`src/inc/tmoc_params.svh`:
```
// register offsets, field positions, top values and mode and action codes of the timer compare block
`ifndef TMOC_PARAMS_SVH
`define TMOC_PARAMS_SVH

`define TMOC_ADDR_W        4
`define TMOC_OFS_CNT_LO    4'h0
`define TMOC_OFS_CNT_HI    4'h1
`define TMOC_OFS_CMPA_LO   4'h2
`define TMOC_OFS_CMPA_HI   4'h3
`define TMOC_OFS_CMPB_LO   4'h4
`define TMOC_OFS_CMPB_HI   4'h5
`define TMOC_OFS_CTRL_A    4'h6
`define TMOC_OFS_CTRL_B    4'h7
`define TMOC_OFS_FLAGS     4'h8
`define TMOC_OFS_STATUS    4'h9

// control a: [7:6] action a, [5:4] action b, [3:0] waveform generation select
`define TMOC_CA_WGM_LSB    0
`define TMOC_CA_ACTB_LSB   4
`define TMOC_CA_ACTA_LSB   6
// control b: [0] force a, [1] force b, [2] irq en a, [3] irq en b, [4] irq en overflow
`define TMOC_CB_FORCE_LSB  0
`define TMOC_CB_IEN_LSB    2
// flags: [0] match a, [1] match b, [2] overflow
`define TMOC_FLAG_OVF      2

`define TMOC_MAX           16'hFFFF
`define TMOC_BOTTOM        16'h0000
`define TMOC_TOP_8BIT      16'h00FF
`define TMOC_TOP_9BIT      16'h01FF
`define TMOC_TOP_10BIT     16'h03FF

`define TMOC_WGM_NORMAL    4'h0
`define TMOC_WGM_CTC_CMP   4'h4
`define TMOC_WGM_CTC_CAP   4'hC
`define TMOC_WGM_RESERVED  4'hD
`define TMOC_WGM_FPWM_CMPA 4'hF

`define TMOC_ACT_NONE      2'h0
`define TMOC_ACT_TOGGLE    2'h1
`define TMOC_ACT_CLEAR     2'h2
`define TMOC_ACT_SET       2'h3

`endif

```
`src/inc/tmoc_pkg.sv`:
```
// types shared by the timer compare block
package tmoc_pkg;
  typedef logic [1:0] tmoc_act_t;
  typedef logic [3:0] tmoc_wgm_t;

  // register port request
  typedef struct packed {
    logic [3:0] addr;
    logic [7:0] wdata;
    logic       wr;
    logic       rd;
  } tmoc_bus_s;

  // pin interface toward the general port logic
  typedef struct packed {
    logic [1:0] port_out;
    logic [1:0] port_dir;
  } tmoc_port_s;

  // whole block state
  typedef struct packed {
    logic [15:0]      count;
    logic [7:0]       temp;
    logic [1:0][15:0] cmp;
    logic [1:0][15:0] cbuf;
    logic [1:0][1:0]  act;
    tmoc_wgm_t        wgm;
    logic [2:0]       ien;
    logic [2:0]       flag;
    logic [1:0]       wave;
    logic             block;
    logic [7:0]       rdata;
  } tmoc_state_s;
endpackage

```
`src/rtl/tmoc_top.sv`:
```
// output compare units and counter of a 16-bit timer with 8-bit register port
//
// Design decisions made here: the placing of the registers and the plain strobed port.
`timescale 1ns/1ps
`include "tmoc_params.svh"

// Contract
// - counter compared to each compare value; equality sets flag next timer tick
// - enabled flag requests interrupt; cleared by service or writing one
// - compare unit a can set the counter top value
// - compare value double buffered in pwm modes, updated at top
// - cpu reaches buffer when buffered, compare directly otherwise; timer never alters it
// - compare high byte reads directly, not through the temporary byte
// - high byte goes to temporary; low write moves it into upper byte
// - force strobe in non-pwm modes acts like match without flag or clear
// - counter write blocks compare matches in the next timer tick
// - loading top in variable-top mode loses top match; counts to 0xFFFF
// - waveform output keeps its value across mode changes
// - action bits unbuffered; govern next match; force applies them at once
// - reset clears each waveform output to zero
// - nonzero action bits route waveform to pin; direction still from port
// - action bits have no influence on capture function
// - action zero leaves waveform output unchanged on matches
// - counting set only by mode bits; action bits pick output behaviour
// - mode zero increments always, wrapping 0xFFFF to 0x0000
// - normal mode overflow flag set when counter becomes zero
// - normal mode accepts a counter write at any time
// - cpu counter write wins over timer count or clear in same cycle
module tmoc_top (
  input  wire logic                    i_clk,
  input  wire logic                    i_rst_n,
  input  wire tmoc_pkg::tmoc_bus_s     i_bus,
  output logic [7:0]                   o_rdata,
  input  wire logic                    i_tick,
  input  wire logic [15:0]             i_capture_value,
  input  wire logic [2:0]              i_irq_ack,
  output logic [2:0]                   o_irq,
  input  wire tmoc_pkg::tmoc_port_s    i_port,
  output logic [1:0]                   o_pin_out,
  output logic [1:0]                   o_pin_oe_n,
  output logic [1:0]                   o_waveform_out
);
  import tmoc_pkg::*;

  tmoc_state_s st_reg;
  tmoc_state_s st_next;

  // the twelve pwm modes are all but normal, the two ctc modes and reserved
  function automatic logic is_pwm(input tmoc_wgm_t w);
    is_pwm = !(w == `TMOC_WGM_NORMAL || w == `TMOC_WGM_CTC_CMP ||
               w == `TMOC_WGM_CTC_CAP || w == `TMOC_WGM_RESERVED);
  endfunction

  // modes that clear the counter at some top value
  function automatic logic has_top(input tmoc_wgm_t w);
    has_top = !(w == `TMOC_WGM_NORMAL || w == `TMOC_WGM_RESERVED);
  endfunction

  // top value per mode; unit a serves as top in modes 4, 9, 11, 15
  function automatic logic [15:0] top_of(input tmoc_wgm_t w, input logic [15:0] cmp_a,
                                         input logic [15:0] cap);
    case (w)
      4'h1, 4'h5: top_of = `TMOC_TOP_8BIT;
      4'h2, 4'h6: top_of = `TMOC_TOP_9BIT;
      4'h3, 4'h7: top_of = `TMOC_TOP_10BIT;
      4'h4, 4'h9, 4'hB, 4'hF: top_of = cmp_a;
      4'h8, 4'hA, 4'hC, 4'hE: top_of = cap;
      default: top_of = `TMOC_MAX;
    endcase
  endfunction

  // address decode of the compare byte locations; low byte used for read and write, high byte for read only
  function automatic logic is_cmp_lo(input logic [3:0] a, input int u);
    is_cmp_lo = (u == 0) ? (a == `TMOC_OFS_CMPA_LO) : (a == `TMOC_OFS_CMPB_LO);
  endfunction

  function automatic logic is_cmp_hi(input logic [3:0] a, input int u);
    is_cmp_hi = (u == 0) ? (a == `TMOC_OFS_CMPA_HI) : (a == `TMOC_OFS_CMPB_HI);
  endfunction

  // output action of one unit on a match
  function automatic logic act_match(input logic cur, input logic [1:0] act,
                                     input logic pwm);
    if (pwm) begin
      case (act)
        `TMOC_ACT_CLEAR: act_match = 1'b1;
        `TMOC_ACT_SET:   act_match = 1'b0;
        default:         act_match = cur;
      endcase
    end else begin
      case (act)
        `TMOC_ACT_TOGGLE: act_match = ~cur;
        `TMOC_ACT_CLEAR:  act_match = 1'b0;
        `TMOC_ACT_SET:    act_match = 1'b1;
        default:          act_match = cur;
      endcase
    end
  endfunction

  // decoded strobes and combinational status
  logic        cnt_wr;
  logic        pwm;
  logic        at_top;
  logic [15:0] top_val;
  logic [1:0]  match;
  logic [1:0]  force_cmp;

  always_comb begin
    pwm     = is_pwm(st_reg.wgm);
    top_val = top_of(st_reg.wgm, st_reg.cmp[0], i_capture_value);
    cnt_wr  = i_bus.wr && i_bus.addr == `TMOC_OFS_CNT_LO;
    // a counter write in the previous timer cycle hides top and matches
    at_top  = has_top(st_reg.wgm) && st_reg.count == top_val && !st_reg.block;
    for (int u = 0; u < 2; u++) begin
      match[u]     = i_tick && st_reg.count == st_reg.cmp[u] && !st_reg.block;
      force_cmp[u] = i_bus.wr && i_bus.addr == `TMOC_OFS_CTRL_B &&
                     i_bus.wdata[`TMOC_CB_FORCE_LSB + u] && !pwm;
    end
  end

  // next state: counter, compare registers, flags, waveform and read data
  always_comb begin
    st_next = st_reg;
    // counter: count and clear on the timer tick only
    if (i_tick) begin
      if (at_top) begin
        st_next.count = `TMOC_BOTTOM;
      end else begin
        st_next.count = 16'(st_reg.count + 16'h0001);
      end
      st_next.block = 1'b0;
    end
    // overflow: at max in normal and ctc, at top in pwm modes
    if (i_tick && ((pwm && at_top) || (!pwm && st_reg.count == `TMOC_MAX))) begin
      st_next.flag[`TMOC_FLAG_OVF] = 1'b1;
    end
    // double buffer transfer at top in pwm modes
    if (i_tick && pwm && at_top) begin
      st_next.cmp = st_reg.cbuf;
    end
    // waveform generation; mode changes do not touch the output register
    for (int u = 0; u < 2; u++) begin
      if (match[u]) begin
        st_next.wave[u] = act_match(st_reg.wave[u], st_reg.act[u], pwm);
      end
      if (i_tick && pwm && at_top && !match[u]) begin
        if (st_reg.act[u] == `TMOC_ACT_CLEAR) begin
          st_next.wave[u] = 1'b0;
        end else if (st_reg.act[u] == `TMOC_ACT_SET) begin
          st_next.wave[u] = 1'b1;
        end
      end
      if (force_cmp[u]) begin
        st_next.wave[u] = act_match(st_reg.wave[u], st_reg.act[u], 1'b0);
      end
    end
    // cpu writes
    if (i_bus.wr) begin
      case (i_bus.addr)
        `TMOC_OFS_CNT_HI,
        `TMOC_OFS_CMPA_HI,
        `TMOC_OFS_CMPB_HI: st_next.temp = i_bus.wdata;
        `TMOC_OFS_CNT_LO: begin
          st_next.count = {st_reg.temp, i_bus.wdata};
          st_next.block = 1'b1;
        end
        `TMOC_OFS_CTRL_A: begin
          st_next.wgm    = i_bus.wdata[`TMOC_CA_WGM_LSB +: 4];
          st_next.act[0] = i_bus.wdata[`TMOC_CA_ACTA_LSB +: 2];
          st_next.act[1] = i_bus.wdata[`TMOC_CA_ACTB_LSB +: 2];
        end
        `TMOC_OFS_CTRL_B: st_next.ien = i_bus.wdata[`TMOC_CB_IEN_LSB +: 3];
        default: ;
      endcase
      for (int u = 0; u < 2; u++) begin
        if (is_cmp_lo(i_bus.addr, u)) begin
          if (pwm) begin
            st_next.cbuf[u] = {st_reg.temp, i_bus.wdata};
          end else begin
            st_next.cmp[u]  = {st_reg.temp, i_bus.wdata};
            st_next.cbuf[u] = {st_reg.temp, i_bus.wdata};
          end
        end
      end
    end
    // flag clears by service or write-one; a set in the same cycle wins
    for (int f = 0; f < 3; f++) begin
      if (i_irq_ack[f] ||
          (i_bus.wr && i_bus.addr == `TMOC_OFS_FLAGS && i_bus.wdata[f])) begin
        st_next.flag[f] = 1'b0;
      end
    end
    for (int u = 0; u < 2; u++) begin
      if (match[u]) begin
        st_next.flag[u] = 1'b1;
      end
    end
    if (i_tick && ((pwm && at_top) || (!pwm && st_reg.count == `TMOC_MAX))) begin
      st_next.flag[`TMOC_FLAG_OVF] = 1'b1;
    end
    // reads: data in the following cycle only
    st_next.rdata = 8'h00;
    if (i_bus.rd) begin
      case (i_bus.addr)
        `TMOC_OFS_CNT_LO: begin
          st_next.rdata = st_reg.count[7:0];
          st_next.temp  = st_reg.count[15:8];
        end
        `TMOC_OFS_CNT_HI: st_next.rdata = st_reg.temp;
        `TMOC_OFS_CTRL_A: st_next.rdata = {st_reg.act[0], st_reg.act[1], st_reg.wgm};
        `TMOC_OFS_CTRL_B: st_next.rdata = {3'h0, st_reg.ien, 2'h0};
        `TMOC_OFS_FLAGS:  st_next.rdata = {5'h00, st_reg.flag};
        `TMOC_OFS_STATUS: st_next.rdata = {6'h00, st_reg.wave};
        default: ;
      endcase
      for (int u = 0; u < 2; u++) begin
        if (is_cmp_lo(i_bus.addr, u)) begin
          st_next.rdata = pwm ? st_reg.cbuf[u][7:0] : st_reg.cmp[u][7:0];
        end
        if (is_cmp_hi(i_bus.addr, u)) begin
          st_next.rdata = pwm ? st_reg.cbuf[u][15:8] : st_reg.cmp[u][15:8];
        end
      end
    end
  end

  // state register
  always_ff @(posedge i_clk or negedge i_rst_n) begin
    if (!i_rst_n) begin
      st_reg <= '0;
    end else begin
      st_reg <= st_next;
    end
  end

  // outputs; capture input only sets top, action bits never reach it
  always_comb begin
    o_rdata        = st_reg.rdata;
    o_irq          = st_reg.flag & st_reg.ien;
    o_waveform_out = st_reg.wave;
    for (int u = 0; u < 2; u++) begin
      o_pin_out[u]  = (st_reg.act[u] != `TMOC_ACT_NONE) ? st_reg.wave[u]
                                                       : i_port.port_out[u];
      o_pin_oe_n[u] = ~i_port.port_dir[u];
    end
  end
endmodule

```
`config.mk`:
```
export PLATFORM = sky130hd
export DESIGN_NAME = tmoc_top
export DESIGN_NICKNAME = d
export VERILOG_FILES = /design/src/inc/tmoc_pkg.sv /design/src/rtl/tmoc_top.sv
export VERILOG_INCLUDE_DIRS = /design/src /design/src/inc
export SDC_FILE = /design/constraint.sdc
export NUM_CORES = 1
export LEC_CHECK = 0
export BUFFER_PORTS_ARGS = -buffer_cell sky130_fd_sc_hd__buf_2
export CAP_MARGIN = 0
export CELL_PAD_IN_SITES_DETAIL_PLACEMENT = 1
export CELL_PAD_IN_SITES_GLOBAL_PLACEMENT = 1
export CORE_UTILIZATION = 50
export DETAILED_ROUTE_END_ITERATION = 7
export GPL_TIMING_DRIVEN = 0
export PLACE_DENSITY_LB_ADDON = 0.3
export SLEW_MARGIN = 10
export SYNTH_ARGS = -nofsm -noshare
export SYNTH_HDL_FRONTEND = slang
export SYNTH_SLANG_ARGS = --single-unit
```
`constraint.sdc`:
```
create_clock -name i_clk -period 4.2 [get_ports i_clk]
set_input_delay 0.21 -clock i_clk [delete_from_list [all_inputs] [get_ports i_clk]]
set_output_delay 0.21 -clock i_clk [all_outputs]
set_load 0.02 [all_outputs]
```
==> run metrics <==
syn nets 929; Die Area 15570 µm²; Layout Nets 997; htree depth 4; Antenna Nets Post-Route 0; first-pass GRT wire length 47110 µm; initial DRC count 853; area of the multi-input gates 4200 µm²; worst-path fanout max 10; DIE HEIGHT 124.8 µm; Lkg Pwr 3.724 nW; P_int 0.003085 W; max-cap viol count 0; status complete, but fails checks; top-count cell post-synth nand2_1; endpoints failing setup 0; # DRC 8; crit end category flop; Synth top area share 37.51%; max FFs per register 103; CP arrival 3.93 ns; Tcrit/Tclk final 86.86%; distinct cell type count after synthesis 71; RSZ-0062 raised after global routing no; ys async rst share 100.0%; Seq pwr share 32.6%; leading area contributor after synthesis dfrtp_1; CTS resizes 0; setup TNS 0 ns; Num CTS Buffers 17; starting density of the core 51.48%; final hold slack 0.03294 ns; Combinational Power Share 36.1%; CTS tree done; critical path type flop to flop; Area Overhead vs Synth 15.32%; Synth Flop Type dfrtp_1; CP required 4.48 ns; wire length per cell 26.69 µm; NetSw 0.002070 W; Mapped Area 7538 µm²; Final Hold Fails 0; Max Slew Vio Count 0; CTS sink cnt 113; Mapped Cells 888; register area 2828 µm²; Slew @ Worst Pin 1.088 ns; clk buf depth 2; fin crit period 3.648 ns; switching portion of total power 40.15%; relative slew slack 27.09%; failing checks design-rule violations; post-synthesis sequential area ratio 37.51%; DR vias 7788; Port-buffer cells 47; clk slew on worst S/H paths 0.06 ns; flops & latches, synth 113; overall routing resource usage 40.96%; Mean Syn Cell Area 8.489 µm²; largest net degree at the start of global routing 68; vias in the first global route 7891; chip width 124.8 µm; largest cells by area after synthesis dfrtp_1, mux2_2, nand2_1, nand3_1, o21ai_0; Max rail drop VDD 338.7 µV; Ports 57; antenna diode count 0; Power Density 593.0 nW/µm²; fillers 1753; total grt overflow 0; routed wire length 30770 µm; EDFF count, synth 0; clock network power share 31.3%; hpwl dp 21220 µm; num rows 44; Hold Crit Class input pin to flop; Syn. warnings 0; worst skew pair latency 0.43 ns; clock skew 0.01126 ns; share of cells above drive strength 1 17.75%; root buffer cell clkbuf_16; initial antenna violation count 0; router iterations before antenna repair 7; Fmax 274.1 MHz; Critical Path Start Type flop; core area 14640 µm²; gpl congestion 0.9886; commonest cells in the netlist nand2_1, dfrtp_1, nand3_1, o21ai_0, clkbuf_1; vias per cell 6.755
==> critical path, cell delays in order, from the launching register on <==
cell	delay, ns
dfrtp_1	0.47
buf_4	0.23
nand2b_1	0.19
buf_2	0.25
o31a_1	0.25
o221ai_1	0.23
nand4_1	0.14
nor4_1	0.43
nand2_1	0.28
o21ai_1	0.52
clkbuf_2	0.33
o21ai_0	0.17
==> path summary, 6_finish.rpt <==
check                                  startpoint                     end  slack (ns)  depth (start not counted)
min reg2reg                st_reg[29]$_DFFE_PN0P_  st_reg[29]$_DFFE_PN0P_        0.52                          1
max in group asynchronous                 i_rst_n   st_reg[105]$_DFF_PN0_        3.19                          3
max                        st_reg[19]$_DFFE_PN0P_   st_reg[102]$_DFF_PN0_        0.55                         11
min                                  i_irq_ack[0]  st_reg[11]$_DFFE_PN0P_        0.03                          3
min in group asynchronous                 i_rst_n  st_reg[17]$_DFFE_PN0P_        0.28                          2
max reg2reg                st_reg[19]$_DFFE_PN0P_   st_reg[102]$_DFF_PN0_        0.55                         11
==> what timing repair did <==
| action | CTS | global route |
|---|---|---|
| hold endpoints to repair | 46 | 0 |
| setup buffers | 0 | 0 |
| hold buffers | 1 | 0 |
==> cell type report <==
cell class | count | share of cell area, %
repair buffers | 49 | 3.210
clock buffers | 21 | 5.412
flip-flops and latches | 113 | 32.53
multi-input cells | 663 | 48.32
plain buffers | 90 | 4.922
clock inverters | 11 | 2.015
well taps | 184 | 2.648
inverters | 22 | 0.9499
==> per-layer routing <==
| metal | routed length (µm) | share of wire, % | global-route usage (%) | vias up |
|---|---|---|---|---|
| li1 | - | - | - | 3310 |
| met1 | 12120 | 39 | 52.24 | 3908 |
| met2 | 14240 | 46 | 64.71 | 445 |
| met3 | 2934 | 9.5 | 10.27 | 125 |
| met4 | 1477 | 4.8 | 20.33 | 0 |
| met5 | 0 | 0 | 0 | - |
==> power by group through the flow <==
stage	Combinational [W]	Clock, W	Sequential (W)
finish	0.00186	0.00161	0.00168
global route	0.00198	0.00166	0.00170
detailed placement	0.00177	0	0.00167
floorplan	0.00124	0	0.00154
CTS	0.00181	0.00161	0.00166
global placement	0.00170	0	0.00166
==> per-stage QoR <==
step / setup slack (ns) / util, % / area [µm²] / std cells / total power (W)
2_1_floorplan: 1.573 / - / 7538 / 888 / 0.002786
3_5_place_dp: 0.7555 / 54.89 / 8038 / 1120 / 0.003439
3_3_place_gp: 0.8336 / 54.66 / 8004 / 1119 / 0.003357
4_1_cts: 0.6940 / 59.36 / 8693 / 1153 / 0.005073
6_report: 0.5521 / 59.36 / 8693 / 1153 / 0.005155
5_1_grt: 0.3652 / 59.36 / 8693 / 1153 / 0.005332
==> logic make-up after synthesis <==
logic type | synth area share, %
AOI/OAI and AO/OA | 16.71
xor gates and xnor gates | 4.996
adders and majority gates | 0.1659
buffers and inverters | 6.772
DFF | 37.51
muxes | 8.946
and+or+nand+nor | 24.90
==> cells in the final DEF, fill, tap and decap left out, types with 6 or more instances in the layout <==
| master | instances |
|---|---|
| a311oi_1 | 6 |
| mux2i_1 | 19 |
| buf_2 | 63 |
| o31ai_1 | 10 |
| inv_1 | 21 |
| o21ai_0 | 55 |
| nor2_1 | 36 |
| nand3b_1 | 6 |
| nand4_1 | 10 |
| nand2_1 | 128 |
| xor2_1 | 31 |
| o21a_1 | 6 |
| nand3_1 | 61 |
| a21oi_1 | 41 |
| dfrtp_1 | 113 |
| mux2_2 | 43 |
| xnor2_1 | 12 |
| a31oi_1 | 15 |
| and3_1 | 9 |
| o31a_1 | 7 |
| nor2b_1 | 9 |
| nor3_1 | 21 |
| buf_1 | 6 |
| buf_4 | 12 |
| nand2b_1 | 17 |
| clkbuf_16 | 17 |
| or3_1 | 7 |
| o22ai_1 | 11 |
| clkbuf_1 | 52 |
| nor4_1 | 9 |
| or3b_1 | 17 |
No activity file was read; power rests on OpenSTA's default activity.
